[src/hdl/usdp_params.svh]
// Register map, field positions and reset values of the shadow data port
`ifndef USDP_PARAMS_SVH
`define USDP_PARAMS_SVH

// Sixteen aliased word locations of the data window
`define USDP_WIN_BASE      32'h5000_1130
`define USDP_WIN_LAST      32'h5000_116C
`define USDP_OFS_WIN12     32'h5000_1160

// Supporting registers
`define USDP_OFS_CTRL      32'h5000_1180
`define USDP_OFS_LINE      32'h5000_1184
`define USDP_OFS_IST       32'h5000_1188
`define USDP_OFS_ICLR      32'h5000_118C
`define USDP_OFS_IEN       32'h5000_1190

// Control fields
`define USDP_CTRL_FIFO_EN  0
`define USDP_CTRL_IR_MODE  1
`define USDP_CTRL_RESET    2'h0

// Line status fields
`define USDP_LINE_AVAIL    0
`define USDP_LINE_OVERRUN  1
`define USDP_LINE_TX_HOLDING_EMPTY     5

// Interrupt fields
`define USDP_IRQ_RX        0
`define USDP_IRQ_OVR       1
`define USDP_IRQ_TX_HOLDING_EMPTY      2
`define USDP_IRQ_RESET     3'h0

// Window and FIFO
`define USDP_WIN_RESET     8'h00
`define USDP_FIFO_DEPTH    5'h10

`endif

[src/hdl/usdp_pkg.sv]
// Types shared by the shadow data port modules
package usdp_pkg;
  typedef logic [7:0] usdp_byte_t;
  typedef logic [3:0] usdp_ptr_t;
  typedef logic [4:0] usdp_cnt_t;
  typedef logic [2:0] usdp_irq_t;
endpackage

[src/hdl/usdp_mem_if.sv]
// Port bundle between a FIFO owner and its storage
`timescale 1ns/1ps
interface usdp_mem_if import usdp_pkg::*; ();
  logic       we;
  usdp_ptr_t  waddr;
  usdp_byte_t wdata;
  usdp_ptr_t  raddr;
  usdp_byte_t rdata;

  modport owner (output we, output waddr, output wdata, output raddr, input rdata);
  modport store (input we, input waddr, input wdata, input raddr, output rdata);
endinterface

[src/hdl/usdp_top.sv]
// Shadow receive/transmit data window of a serial port, with FIFOs and interrupts
//
// The plain strobed port is this design's own decision.
`timescale 1ns/1ps
`include "usdp_params.svh"

// Operation
// - Without FIFOs a window read gives last received byte in bits 7:0; bits 31:8 read zero.
// - Sixteen consecutive word addresses all alias the same data window.
// - Read data is valid only while the byte-available flag is set.
// - Without FIFOs a new byte overwrites an unread one and flags overrun.
// - With FIFOs a window read returns the oldest receive FIFO entry.
// - Full receive FIFO not read in the same cycle keeps contents, drops new byte, flags overrun.
// - Written byte goes out on serial line, or infrared line in infrared mode.
// - Without FIFOs one write clears the transmit-holding-empty flag.
// - Without FIFOs further writes replace the pending holding byte.
// - With FIFOs up to sixteen bytes may be written before full.
// - Writes while the transmit FIFO is full are discarded.
module usdp_top import usdp_pkg::*; (
  // Clock and reset
  input  wire logic        clk,
  input  wire logic        srst,
  // Register port
  input  wire logic [31:0] bus_addr,
  input  wire logic [31:0] bus_wdata,
  input  wire logic        bus_wr,
  input  wire logic        bus_rd,
  output logic      [31:0] bus_rdata,
  // Received characters from the serial and infrared receivers
  input  wire logic        uart_rx_valid,
  input  wire usdp_byte_t  uart_rx_data,
  input  wire logic        ir_rx_valid,
  input  wire usdp_byte_t  ir_rx_data,
  // Characters to the serial and infrared transmitters
  output usdp_byte_t       tx_data,
  output logic             uart_tx_valid,
  output logic             ir_tx_valid,
  input  wire logic        tx_ready,
  // Line flags for neighbouring logic
  output logic             rx_byte_available,
  output logic             tx_holding_empty,
  output logic             fifo_enable,
  output logic             ir_mode,
  // Interrupt
  output logic             irq
);

  function automatic logic in_window(input logic [31:0] a);
    return (a >= `USDP_WIN_BASE) && (a <= `USDP_WIN_LAST) && (a[1:0] == 2'h0);
  endfunction

  function automatic usdp_ptr_t ptr_inc(input usdp_ptr_t p);
    return p + 4'h1;
  endfunction

  function automatic usdp_cnt_t cnt_step(input usdp_cnt_t c, input logic inc, input logic dec);
    usdp_cnt_t r;
    r = c;
    if (inc && !dec) begin
      r = c + 5'h01;
    end else if (dec && !inc) begin
      r = c - 5'h01;
    end
    return r;
  endfunction

  // Address decode
  logic win_wr;
  logic win_rd;
  logic ctrl_wr;
  logic line_rd;
  logic iclr_wr;
  logic ien_wr;

  assign win_wr  = bus_wr && in_window(bus_addr);
  assign win_rd  = bus_rd && in_window(bus_addr);
  assign ctrl_wr = bus_wr && (bus_addr == `USDP_OFS_CTRL);
  assign line_rd = bus_rd && (bus_addr == `USDP_OFS_LINE);
  assign iclr_wr = bus_wr && (bus_addr == `USDP_OFS_ICLR);
  assign ien_wr  = bus_wr && (bus_addr == `USDP_OFS_IEN);

  // Control and enable registers
  logic [1:0] ctrl_q;
  logic [1:0] ctrl_d;
  usdp_irq_t  ien_q;
  usdp_irq_t  ien_d;
  logic       flush;

  always_comb begin
    ctrl_d = ctrl_q;
    ien_d  = ien_q;
    if (ctrl_wr) begin
      ctrl_d = bus_wdata[1:0];
    end
    if (ien_wr) begin
      ien_d = bus_wdata[2:0];
    end
  end

  always_ff @(posedge clk) begin
    if (srst) begin
      ctrl_q <= `USDP_CTRL_RESET;
      ien_q  <= `USDP_IRQ_RESET;
    end else begin
      ctrl_q <= ctrl_d;
      ien_q  <= ien_d;
    end
  end

  assign fifo_enable = ctrl_q[`USDP_CTRL_FIFO_EN];
  assign ir_mode     = ctrl_q[`USDP_CTRL_IR_MODE];
  // Switching FIFO mode empties both directions so stale bytes never mix modes
  assign flush = ctrl_wr && (bus_wdata[`USDP_CTRL_FIFO_EN] != fifo_enable);

  // Receive path
  usdp_mem_if rx_mem ();
  usdp_mem_if tx_mem ();

  logic       rx_in_valid;
  usdp_byte_t rx_in_data;
  usdp_ptr_t  rx_wp_q;
  usdp_ptr_t  rx_wp_d;
  usdp_ptr_t  rx_rp_q;
  usdp_ptr_t  rx_rp_d;
  usdp_cnt_t  rx_cnt_q;
  usdp_cnt_t  rx_cnt_d;
  usdp_byte_t rx_hold_q;
  usdp_byte_t rx_hold_d;
  logic       rx_full_q;
  logic       rx_full_d;
  logic       rx_push;
  logic       rx_pop;
  logic       rx_ev;
  logic       ovr_ev;

  assign rx_in_valid = ir_mode ? ir_rx_valid : uart_rx_valid;
  assign rx_in_data  = ir_mode ? ir_rx_data : uart_rx_data;

  always_comb begin
    rx_wp_d   = rx_wp_q;
    rx_rp_d   = rx_rp_q;
    rx_cnt_d  = rx_cnt_q;
    rx_hold_d = rx_hold_q;
    rx_full_d = rx_full_q;
    rx_push   = 1'b0;
    rx_pop    = 1'b0;
    rx_ev     = 1'b0;
    ovr_ev    = 1'b0;
    if (flush) begin
      rx_wp_d   = 4'h0;
      rx_rp_d   = 4'h0;
      rx_cnt_d  = 5'h00;
      rx_full_d = 1'b0;
    end else if (fifo_enable) begin
      rx_pop  = win_rd && (rx_cnt_q != 5'h00);
      // A pop in the same cycle frees the slot the new byte needs
      rx_push = rx_in_valid && ((rx_cnt_q != `USDP_FIFO_DEPTH) || rx_pop);
      ovr_ev  = rx_in_valid && !rx_push;
      rx_ev   = rx_push;
      if (rx_push) begin
        rx_wp_d = ptr_inc(rx_wp_q);
      end
      if (rx_pop) begin
        rx_rp_d = ptr_inc(rx_rp_q);
      end
      rx_cnt_d = cnt_step(rx_cnt_q, rx_push, rx_pop);
    end else begin
      if (win_rd) begin
        rx_full_d = 1'b0;
      end
      if (rx_in_valid) begin
        rx_hold_d = rx_in_data;
        rx_full_d = 1'b1;
        rx_ev     = 1'b1;
        ovr_ev    = rx_full_q && !win_rd;
      end
    end
  end

  always_ff @(posedge clk) begin
    if (srst) begin
      rx_wp_q   <= 4'h0;
      rx_rp_q   <= 4'h0;
      rx_cnt_q  <= 5'h00;
      rx_hold_q <= `USDP_WIN_RESET;
      rx_full_q <= 1'b0;
    end else begin
      rx_wp_q   <= rx_wp_d;
      rx_rp_q   <= rx_rp_d;
      rx_cnt_q  <= rx_cnt_d;
      rx_hold_q <= rx_hold_d;
      rx_full_q <= rx_full_d;
    end
  end

  assign rx_mem.we    = rx_push;
  assign rx_mem.waddr = rx_wp_q;
  assign rx_mem.wdata = rx_in_data;
  assign rx_mem.raddr = rx_rp_q;

  usdp_fifo_mem u_rx_mem (
    .clk  (clk),
    .srst (srst),
    .mp   (rx_mem)
  );

  assign rx_byte_available = fifo_enable ? (rx_cnt_q != 5'h00) : rx_full_q;

  // Transmit path
  usdp_ptr_t  tx_wp_q;
  usdp_ptr_t  tx_wp_d;
  usdp_ptr_t  tx_rp_q;
  usdp_ptr_t  tx_rp_d;
  usdp_cnt_t  tx_cnt_q;
  usdp_cnt_t  tx_cnt_d;
  usdp_byte_t thr_q;
  usdp_byte_t thr_d;
  logic       thr_full_q;
  logic       thr_full_d;
  logic       tx_stale_q;
  logic       tx_stale_d;
  logic       tx_push;
  logic       tx_any;
  logic       tx_take;

  // Head byte of the FIFO is one read cycle behind a take or a push into an empty FIFO
  assign tx_any  = fifo_enable ? ((tx_cnt_q != 5'h00) && !tx_stale_q) : thr_full_q;
  assign tx_take = tx_any && tx_ready;

  always_comb begin
    tx_wp_d    = tx_wp_q;
    tx_rp_d    = tx_rp_q;
    tx_cnt_d   = tx_cnt_q;
    thr_d      = thr_q;
    thr_full_d = thr_full_q;
    tx_stale_d = 1'b0;
    tx_push    = 1'b0;
    if (flush) begin
      tx_wp_d    = 4'h0;
      tx_rp_d    = 4'h0;
      tx_cnt_d   = 5'h00;
      thr_full_d = 1'b0;
    end else if (fifo_enable) begin
      tx_push = win_wr && (tx_cnt_q != `USDP_FIFO_DEPTH);
      if (tx_push) begin
        tx_wp_d = ptr_inc(tx_wp_q);
      end
      if (tx_take) begin
        tx_rp_d = ptr_inc(tx_rp_q);
      end
      tx_cnt_d   = cnt_step(tx_cnt_q, tx_push, tx_take);
      tx_stale_d = tx_take || (tx_push && (tx_cnt_q == 5'h00));
    end else begin
      if (tx_take) begin
        thr_full_d = 1'b0;
      end
      if (win_wr) begin
        thr_d      = bus_wdata[7:0];
        thr_full_d = 1'b1;
      end
    end
  end

  always_ff @(posedge clk) begin
    if (srst) begin
      tx_wp_q    <= 4'h0;
      tx_rp_q    <= 4'h0;
      tx_cnt_q   <= 5'h00;
      thr_q      <= `USDP_WIN_RESET;
      thr_full_q <= 1'b0;
      tx_stale_q <= 1'b0;
    end else begin
      tx_wp_q    <= tx_wp_d;
      tx_rp_q    <= tx_rp_d;
      tx_cnt_q   <= tx_cnt_d;
      thr_q      <= thr_d;
      thr_full_q <= thr_full_d;
      tx_stale_q <= tx_stale_d;
    end
  end

  assign tx_mem.we    = tx_push;
  assign tx_mem.waddr = tx_wp_q;
  assign tx_mem.wdata = bus_wdata[7:0];
  assign tx_mem.raddr = tx_rp_q;

  usdp_fifo_mem u_tx_mem (
    .clk  (clk),
    .srst (srst),
    .mp   (tx_mem)
  );

  assign tx_data       = fifo_enable ? tx_mem.rdata : thr_q;
  // The infrared encoder turns this into its active-low output pulse
  assign uart_tx_valid = tx_any && !ir_mode;
  assign ir_tx_valid   = tx_any && ir_mode;
  assign tx_holding_empty = fifo_enable ? (tx_cnt_q == 5'h00) : !thr_full_q;

  // Overrun flag and interrupts; a set in the clearing cycle wins
  logic      ovr_q;
  logic      ovr_d;
  logic      tx_holding_empty_prev_q;
  usdp_irq_t ist_q;
  usdp_irq_t ist_d;
  usdp_irq_t ev;

  always_comb begin
    ev                 = 3'h0;
    ev[`USDP_IRQ_RX]   = rx_ev;
    ev[`USDP_IRQ_OVR]  = ovr_ev;
    ev[`USDP_IRQ_TX_HOLDING_EMPTY] = tx_holding_empty && !tx_holding_empty_prev_q;
    ist_d = ist_q;
    if (iclr_wr) begin
      ist_d = ist_q & ~bus_wdata[2:0];
    end
    ist_d = ist_d | ev;
    ovr_d = (ovr_q && !line_rd) || ovr_ev;
  end

  always_ff @(posedge clk) begin
    if (srst) begin
      ovr_q       <= 1'b0;
      tx_holding_empty_prev_q <= 1'b1;
      ist_q       <= `USDP_IRQ_RESET;
    end else begin
      ovr_q       <= ovr_d;
      tx_holding_empty_prev_q <= tx_holding_empty;
      ist_q       <= ist_d;
    end
  end

  assign irq = |(ist_q & ien_q);

  // Read data, one cycle after the strobe
  logic [31:0] rdata_q;
  logic [31:0] rdata_d;
  logic        win_mem_q;
  logic        win_mem_d;

  always_comb begin
    rdata_d   = 32'h0000_0000;
    win_mem_d = win_rd && fifo_enable;
    if (win_rd && !fifo_enable) begin
      rdata_d[7:0] = rx_hold_q;
    end else if (bus_rd) begin
      case (bus_addr)
        `USDP_OFS_CTRL: begin
          rdata_d[1:0] = ctrl_q;
        end
        `USDP_OFS_LINE: begin
          rdata_d[`USDP_LINE_AVAIL]   = rx_byte_available;
          rdata_d[`USDP_LINE_OVERRUN] = ovr_q;
          rdata_d[`USDP_LINE_TX_HOLDING_EMPTY]    = tx_holding_empty;
        end
        `USDP_OFS_IST: begin
          rdata_d[2:0] = ist_q;
        end
        `USDP_OFS_IEN: begin
          rdata_d[2:0] = ien_q;
        end
        default: begin
          rdata_d = 32'h0000_0000;
        end
      endcase
    end
  end

  always_ff @(posedge clk) begin
    if (srst) begin
      rdata_q   <= 32'h0000_0000;
      win_mem_q <= 1'b0;
    end else begin
      rdata_q   <= rdata_d;
      win_mem_q <= win_mem_d;
    end
  end

  // Upper window bits stay zero in both modes
  assign bus_rdata = win_mem_q ? {24'h00_0000, rx_mem.rdata} : rdata_q;

endmodule

[src/hdl/usdp_fifo_mem.sv]
// Sixteen-byte storage with registered read data
`timescale 1ns/1ps
module usdp_fifo_mem import usdp_pkg::*; (
  // Clock and reset
  input wire logic   clk,
  input wire logic   srst,
  // Storage port
  usdp_mem_if.store  mp
);

  usdp_byte_t mem_q [16];
  usdp_byte_t rdata_q;

  // Read before write: a same-address write shows one cycle later
  always_ff @(posedge clk) begin
    if (mp.we) begin
      mem_q[mp.waddr] <= mp.wdata;
    end
  end

  always_ff @(posedge clk) begin
    if (srst) begin
      rdata_q <= `USDP_WIN_RESET;
    end else begin
      rdata_q <= mem_q[mp.raddr];
    end
  end

  assign mp.rdata = rdata_q;

endmodule

[config.mk]
export PLATFORM = sky130hd
export DESIGN_NAME = usdp_top
export DESIGN_NICKNAME = d
export VERILOG_FILES = /design/src/hdl/usdp_pkg.sv /design/src/hdl/usdp_mem_if.sv /design/src/hdl/usdp_top.sv /design/src/hdl/usdp_fifo_mem.sv
export VERILOG_INCLUDE_DIRS = /design/src /design/src/hdl
export SDC_FILE = /design/constraint.sdc
export NUM_CORES = 1
export LEC_CHECK = 0
export BUFFER_PORTS_ARGS = -buffer_cell sky130_fd_sc_hd__buf_2
export CELL_PAD_IN_SITES_DETAIL_PLACEMENT = 0
export CELL_PAD_IN_SITES_GLOBAL_PLACEMENT = 1
export CORE_ASPECT_RATIO = 1.75
export CORE_UTILIZATION = 40
export DETAILED_ROUTE_END_ITERATION = 12
export GPL_ROUTABILITY_DRIVEN = 0
export PLACE_DENSITY_LB_ADDON = 0.1
export SKIP_LAST_GASP = 1
export SLEW_MARGIN = 30
export SYNTH_ARGS = -nofsm -noshare
export SYNTH_HDL_FRONTEND = slang
export SYNTH_SLANG_ARGS = --single-unit
[constraint.sdc]
create_clock -name clk -period 3.29 [get_ports clk]
set_clock_uncertainty 0.1 [all_clocks]
set_input_delay 0.4935 -clock clk [delete_from_list [all_inputs] [get_ports clk]]
set_output_delay 0.4935 -clock clk [all_outputs]
set_load 0.01 [all_outputs]
==> results of run 1 <==
metal layers:
metal | global-route usage | part of all wire | routed length [microns] | up-vias
li1 | - | - | - | 3659
met1 | 0.187 | 0.33 | 11200 | 3918
met2 | 0.404 | 0.61 | 20500 | 115
met3 | 0.0248 | 0.026 | 883 | 62
met4 | 0.0760 | 0.036 | 1220 | 0
met5 | 0 | 0 | 0 | -
Yosys cell counts, drive strengths merged (11+ instances only):
master,number
edfxtp,256
nor2,86
dfxtp,80
mux4,80
buf,43
nand2,29
nor3,28
clkbuf,24
mux2,24
mux2i,21
a21oi,20
nor2b,20
ha,18
inv,13
nand3,12
nor4,12
nand4,11
report_power, final:
part | internal, W | leakage [nW] | total (W) | switching (W)
clock | 0.00207 | 0.489 | 0.00367 | 0.00161
combinational | 0.0000703 | 2.32 | 0.000219 | 0.000149
sequential | 0.00457 | 2.95 | 0.00458 | 0.00000828
total | 0.00671 | 5.76 | 0.00847 | 0.00176
final cells by class:
| cell class | count | share of cell area |
|---|---|---|
| flip-flops and latches | 336 | 0.559 |
| multi-input cells | 477 | 0.268 |
| repair buffers | 187 | 0.0732 |
| clock buffers | 35 | 0.0482 |
| well taps | 460 | 0.0346 |
| clock inverters | 22 | 0.0139 |
| inverters | 13 | 0.00294 |
metrics by stage:
stage               cell area [sq um]  hold WS (ns)  std cells  total power [W]  TNS, ns
floorplan                       14100         0.333        893          0.00478        0
global placement                15600         0.356       1473          0.00489   -0.355
detailed placement              15600         0.352       1473          0.00489   -0.364
CTS                             16600         0.147       1530          0.00857        0
global route                    16600         0.147       1530          0.00874        0
finish                          16600         0.177       1530          0.00847        0
worst max-delay path by stage:
stage,from,to,slack (ns),depth (start not counted)
finish,tx_cnt_q[0],tx_cnt_q[4],0.26,14
global route,tx_cnt_q[0],tx_cnt_q[4],0.04,14
CTS,tx_cnt_q[0],tx_cnt_q[4],0.11,14
detailed placement,bus_addr[24],rx_cnt_q[4],-0.17,17
global placement,bus_addr[24],rx_cnt_q[4],-0.17,17
floorplan,bus_addr[31],rx_cnt_q[4],0.01,15
flip-flops by register name, indices dropped and copies added, names as in the netlist, 5 cells and up:
signal / flops
u_rx_mem.mem_q: 128
thr_q: 8
rx_hold_q: 8
rdata_q: 8
u_rx_mem.mp.rdata: 8
tx_cnt_q: 5
rx_cnt_q: 5
u_tx_mem.mp.rdata: 8
u_tx_mem.mem_q: 128
cell families after synthesis:
family / after synthesis
AO/OA/AOI/OAI: 55
XOR/XNOR: 18
multiplexers: 125
adder cells (fa/ha/maj): 20
other: 1
buffers and inverters: 80
AND/OR/NAND/NOR: 235
flip-flops: 336
critical path, stage by stage, from the launching register on:
cell	delay [ns]
dfxtp_1	0.34
or4_1	0.60
nor2_1	0.16
nor3_1	0.07
a21oi_1	0.16
nand2b_1	0.17
ha_1	0.19
inv_1	0.07
ha_1	0.28
nor2b_1	0.13
o21a_1	0.18
o21a_1	0.16
o21ai_1	0.16
xnor2_1	0.13
nor2_1	0.05
repair_timing:
| action | CTS | global route |
|---|---|---|
| resized for setup | 0 | 1 |
| endpoints found under the setup margin | 0 | 1 |
| hold buffers | 0 | 0 |
==> metrics.yaml, run 1 <==
timing:
  setup_ws_ns: 0.261
  setup_viol: 0
  fmax_mhz: 330
  slew_viol_final: 0
  fin_crit_ns: 3.03
  worst_pin_slew_ns: 0.849
  relSlewSlack: 0.434
  period_share: 0.921
  rsz0062_at_grt: "false"
  final-hold-violation-count: 0
yosys:
  synthSimpleGateAreaFrac: 0.0877
  ys_seq_area_frac: 0.661
  synth-seq-cells: 336
  yosys_most_used_dff: "edfxtp_1"
  syn_avg_cell_area_sq_um: 16.1
  synth-edff-count: 256
  synth_top_family_by_area: "multiplexers"
  synth_compound_area_frac: 0.0290
  yosys_warnings: 0
  netlist.top_cell.by_area: "edfxtp_1"
  synth_cell_type_count: 64
  syn_area_sq_um: 14000
  async_flop_share: 0
  synthAdderAreaFrac: 0.0189
  synth_top_cell_area_share: 0.547
  synth.top_cells.by_area: "edfxtp_1 (55%), mux4_2 (13%), dfxtp_1 (11%), nor2_1 (2.3%), mux2_2 (1.9%)"
  synth_xor_xnor_area_share: 0.0112
  netlist_instances: 870
  synthMuxAreaShare: 0.162
cts:
  cts_max_level: 1
  tritoncts: "built"
  root_buffer: "clkbuf_16"
  clk_path_buf_depth: 3
  cts_inserted_buffers: 31
  cts_setup_buffers: 0
  clock_latency_ns: 0.58
  clk_pin_slew_worst_paths_ns: 0.07
  cts.sinks: 336
min_path:
  holdPathStages: 3
  min_to: "tx_stale_q"
  min-delay-path-class: "in -> reg"
  hold_path.startpoint: "tx_ready"
drt:
  route.detailed.drc: 0
  drt_iter0_drc: 399
  first_pass_iters: 4
  wl_mm: 33.8
  vias_per_cell: 5.07
  vias: 7754
  postRouteAntennaNets: 0
  wl_per_cell_microns: 22.1
cells_and_area:
  final_core_util: 0.481
  area.sequential_sq_um: 9290
  nFillCells: 3061
  fin_nets: 1153
  multiInputGateArea_sq_um: 4460
  layout-drive-gt1-share: 0.341
  syn2layout_area_growth_pct: 18.3
  layout_commonest_cell: "edfxtp_1"
  layout.cells.most_common_list: "edfxtp_1 (256), buf_4 (100), nor2_1 (86)"
  insertedDiodeCount: 0
global_routing:
  grt_pass1_wl_mm: 50.7
  grt_usage: 0.196
  grt_max_degree: 40
  first_global_vias: 8435
  antenna_found_initial: 0
  grt_overflow: 0
floorplanning:
  die_x_microns: 144
  fp-row-count: 90
  start_util: 0.406
  dieHeight_microns: 250
  core_region_area_sq_um: 34600
  die_area_sq_um: 35900
  ios: 134
run_status:
  status: "finished, final reports clean"
setup_path:
  startpoint_type: "flip-flop"
  endpoint_kind: "flip-flop"
  crit_fanout: 4
  reg2reg_depth: 14
  criticalPathCategory: "reg -> reg"
  timing.rr.start: "tx_cnt_q[0]"
  r2r-end: "tx_cnt_q[4]"
  critPathRequiredTime_ns: 3.67
  cp.arrival_ns: 3.41
  rrSetupSlack_ns: 0.26
placement:
  dpl.hpwl_mm: 24.8
  dpl_worst_slack_ns: -0.170
  io_buffers: 85
power_and_ir_drop:
  vdd_drop_max_v: 0.000471
  p_per_area_nw_per_um2: 509
  power_leakage_nw: 5.76
flow_run:
  drv_cap: 0
Note: power is estimated with default switching activity, not from simulation.
==> run 2: changes to the inputs <==
Settings changed: ABC_CLOCK_PERIOD_IN_PS set to 3290, CORE_UTILIZATION 40 to 45, SLEW_MARGIN 30 to unset.
==> run 2 against run 1 <==
Clock power decreased by 4%. Critical endpoint unchanged. Combinational power about the same. Die area decreased by 11%. Register-to-register slack got worse by 0.04 ns. Largest power group unchanged. Largest cell class unchanged. Core utilization increased by 5.4 points.
==> metrics.yaml, run 2 (synthesis gave the netlist of run 1 again) <==
run_status:
  status: "finished, final reports clean"
setup_path:
  startpoint_type: "flip-flop"
  critPathRequiredTime_ns: 3.65
  worstPathCellList: "or4_4, nor2_2, nor3_1, a21oi_1, nand2b_1, ha_2, inv_1, ha_1, nor2b_1, o21a_1, o21a_1, o21ai_0, buf_4, xnor2_1, nor2_1"
  endpoint_kind: "flip-flop"
  criticalPathCategory: "reg -> reg"
  cpMostUsedCell: "o21a_1"
  cp_slowest_stage_delay_ns: 0.55
  critPathSlowestCell: "or4_4"
  cp.arrival_ns: 3.44
  crit_fanout: 4
cts:
  clock_latency_ns: 0.57
  cts_max_level: 1
  root_buffer: "clkbuf_16"
  cts_inserted_buffers: 30
  clk_path_buf_depth: 3
  tritoncts: "built"
  cts.sinks: 336
  cts_hold_buf: 0
  clk_pin_slew_worst_paths_ns: 0.07
cells_and_area:
  final_core_util: 0.534
  insertedDiodeCount: 0
  layout.cells.most_common_list: "edfxtp_1 (256), buf_4 (91), nor2_1 (85), buf_2 (85), mux4_2 (80)"
  largest_registers: "u_rx_mem.mem_q (128), u_tx_mem.mem_q (128)"
  layout-drive-gt1-share: 0.332
  layout_commonest_cell: "edfxtp_1"
  syn2layout_area_growth_pct: 16.9
  nFillCells: 2515
  fin_nets: 1143
timing:
  period_share: 0.934
  worst_pin_slew_ns: 0.834
  slew_viol_final: 0
  relSlewSlack: 0.439
  holdWs_ns: 0.197
  fin_crit_ns: 3.07
  setup_viol: 0
  fmax_mhz: 325
  final-hold-violation-count: 0
drt:
  postRouteAntennaNets: 0
  wl_mm: 33.0
  route.detailed.drc: 0
  wl_per_cell_microns: 22.8
  vias_per_cell: 5.41
  vias: 7835
  drt_iter0_drc: 330
  first_pass_iters: 4
placement:
  io_buffers: 85
  dpl.hpwl_mm: 24.3
floorplanning:
  ios: 134
  die_x_microns: 136
  die_area_sq_um: 32000
  start_util: 0.457
  core_region_area_sq_um: 30700
  dieHeight_microns: 236
  fp-row-count: 85
flow_run:
  drv_cap: 0
global_routing:
  grt_overflow: 0
  antenna_found_initial: 0
  grt_usage: 0.216
  first_global_vias: 8470
  grt_max_degree: 36
  grt_pass1_wl_mm: 50.2
power_and_ir_drop:
  power_leakage_nw: 5.70
  vdd_drop_max_v: 0.000475
  p_per_area_nw_per_um2: 506
min_path:
  min-delay-path-class: "in -> reg"
## run 2: timing repair
item                                    in CTS  in global routing
buffers inserted                             0                  1
endpoints found under the setup margin       0                  1
gates resized for setup                      0                  3
## run 2: power breakdown
group          internal [W]  leakage [nW]  switching [W]
Combinational     0.0000723          2.27       0.000148
Clock               0.00202         0.483        0.00150
Sequential          0.00457          2.95     0.00000828
## run 2: cell type report
| cell class | instances | area, sq um | area share |
|---|---|---|---|
| Sequential cell | 336 | 9290 | 0.566 |
| Multi-Input combinational cell | 477 | 4460 | 0.272 |
| Timing Repair Buffer | 178 | 1150 | 0.0699 |
| Clock buffer | 34 | 787 | 0.0479 |
| Tap cell | 391 | 489 | 0.0298 |
| Clock inverter | 20 | 200 | 0.0122 |
| Inverter | 13 | 48.8 | 0.00297 |
## run 2: per-layer routing
| metal | share of wire | track usage | up-vias | routed length, microns |
|---|---|---|---|---|
| met4 | 0.039 | 0.0872 | 0 | 1280 |
| li1 | - | - | 3637 | - |
| met1 | 0.33 | 0.214 | 4003 | 11000 |
| met5 | 0 | 0 | - | 0 |
| met3 | 0.025 | 0.0241 | 51 | 826 |
| met2 | 0.60 | 0.435 | 144 | 19900 |
## run 2: path summary, 6_finish.rpt
path	from	to	slack [ns]	cells past startpoint
max	tx_cnt_q[1]	tx_cnt_q[4]	0.22	15
min	bus_wr	tx_stale_q	0.20	3
max reg2reg	tx_cnt_q[1]	tx_cnt_q[4]	0.22	15
min reg2reg	ovr_q	ovr_q	0.39	2
## run 2: stage by stage
stage	instance area, sq um	power, W	TNS, ns	cells	worst slack [ns]
CTS	16400	0.00840	0	1448	0.00446
global placement	15400	0.00488	-0.312	1394	-0.150
finish	16400	0.00832	0	1449	0.217
global route	16400	0.00857	-0.0152	1449	-0.0152
detailed placement	15400	0.00489	-0.253	1394	-0.113
floorplan	14100	0.00478	0	893	0.0123
## run 2: worst max-delay path, delay by kind of cell (launching register included)
kind	cells	cell delay, ns
AO/OA/AOI/OAI	4	0.64
XOR/XNOR	1	0.10
flip-flops	1	0.34
adder cells (fa/ha/maj)	2	0.50
buffers and inverters	2	0.20
AND/OR/NAND/NOR	6	1.09
==> run 3: changes to the inputs <==
Settings changed: CORE_MARGIN set to 8.
==> run 3 against run 2 <==
Fmax increased by 0.62%. Cell area down 0.21%. Core utilization decreased by 0.11 points. Largest power group unchanged.
==> metrics.yaml, run 3 (synthesis gave the netlist of run 1 again) <==
floorplanning:
  ios: 134
  start_util: 0.457
  core_region_area_sq_um: 30700
  fp-row-count: 85
  die_x_microns: 150
  die_area_sq_um: 37300
  dieHeight_microns: 250
cells_and_area:
  insertedDiodeCount: 0
  layout.cells.most_common_list: "edfxtp_1 (256), nor2_1 (86), buf_2 (85)"
  fin_nets: 1126
  largest_registers: "u_rx_mem.mem_q (128), u_tx_mem.mem_q (128)"
  layout-drive-gt1-share: 0.320
  fin_area_sq_um: 16400
  layout_commonest_cell: "edfxtp_1"
  syn2layout_area_growth_pct: 16.7
global_routing:
  grt_pass1_wl_mm: 51.1
  grt_overflow: 0
  first_global_vias: 8506
  antenna_found_initial: 0
  grt_usage: 0.184
  grt_max_degree: 51
cts:
  cts_max_level: 1
  cts_hold_buf: 0
  post_cts_resize_count: 0
  clk_pin_slew_worst_paths_ns: 0.06
  clk_path_buf_depth: 3
  cts_setup_buffers: 0
  cts_inserted_buffers: 31
  tritoncts: "built"
  cts.sinks: 336
  root_buffer: "clkbuf_16"
  clock_latency_ns: 0.58
setup_path:
  cp_slowest_stage_delay_ns: 0.58
  cp.arrival_ns: 3.41
  endpoint_kind: "flip-flop"
  critPathSlowestCell: "or4_1"
  rrSetupSlack_ns: 0.24
  crit_fanout: 4
  critPathRequiredTime_ns: 3.64
  startpoint_type: "flip-flop"
  criticalPathCategory: "reg -> reg"
  worstPathCellList: "or4_1, nor2_1, nor3_1, a21oi_1, nand2b_1, ha_1, inv_1, ha_1, nor2b_1, o21a_1, o21a_1, o21ai_1, xnor2_1, nor2_1"
  reg2reg_depth: 14
power_and_ir_drop:
  vdd_drop_max_v: 0.000726
  power_leakage_nw: 5.67
  p_per_area_nw_per_um2: 527
timing:
  worst_pin_slew_ns: 0.976
  period_share: 0.928
  relSlewSlack: 0.350
  final-hold-violation-count: 0
  rsz0062_at_grt: "false"
  holdWs_ns: 0.135
  slew_viol_final: 0
  fin_crit_ns: 3.05
  setup_viol: 0
  fmax_mhz: 327
run_status:
  status: "finished, final reports clean"
placement:
  dpl_cell_area_sq_um: 15300
  dpl.hpwl_mm: 24.5
  io_buffers: 85
drt:
  first_pass_iters: 6
  wl_mm: 33.9
  wl_per_cell_microns: 23.6
  vias: 7879
  postRouteAntennaNets: 0
  drt_iter0_drc: 581
  vias_per_cell: 5.50
  route.detailed.drc: 0
flow_run:
  drv_cap: 0
min_path:
  min-delay-path-class: "in -> reg"
  holdPathStages: 3
-- run 3: area by class of cell --
cell class	instances	area [sq um]
clock buffers	36	805
clock inverters	20	292
fillers	2506	14300
inverters	13	48.8
repair buffers	160	1010
well taps	391	489
flip-flops and latches	336	9290
multi-input cells	477	4450
-- run 3: where the power goes --
group | total (W) | internal [W] | switching, W
sequential | 0.00458 | 0.00457 | 0.00000741
combinational | 0.000214 | 0.0000654 | 0.000148
clock | 0.00384 | 0.00230 | 0.00154
-- run 3: per-stage QoR --
| step | instances | utilization | power [W] | setup WS (ns) | TNS, ns |
|---|---|---|---|---|---|
| floorplan | 893 | - | 0.00478 | 0.0123 | 0 |
| global placement | 1377 | 0.498 | 0.00488 | -0.0500 | -0.0500 |
| detailed placement | 1377 | 0.498 | 0.00488 | -0.0404 | -0.307 |
| CTS | 1433 | 0.533 | 0.00872 | 0.171 | 0 |
| global route | 1433 | 0.533 | 0.00889 | 0.0344 | 0 |
| finish | 1433 | 0.533 | 0.00863 | 0.236 | 0 |
-- run 3: per-layer routing --
layer | vias up | part of all wire | track usage
met3 | 67 | 0.037 | 0.0243
met2 | 187 | 0.59 | 0.367
li1 | 3611 | - | -
met1 | 4014 | 0.34 | 0.180
met5 | - | 0 | 0
met4 | 0 | 0.036 | 0.0745
-- run 3: path summary, 6_finish.rpt --
check,start,end
worst max register to register,tx_cnt_q[0],tx_cnt_q[4]
worst min-delay path,tx_ready,tx_stale_q
worst min register to register,ovr_q,ovr_q
worst max-delay path,tx_cnt_q[0],tx_cnt_q[4]
-- run 3: worst max-delay path: cells and delay by family (launching register included) --
family	cells	cell delay, ns
DFF	1	0.34
adders and majority gates	2	0.46
xor gates and xnor gates	1	0.13
and+or+nand+nor	6	1.15
buffers and inverters	1	0.07
AOI/OAI and AO/OA	4	0.68
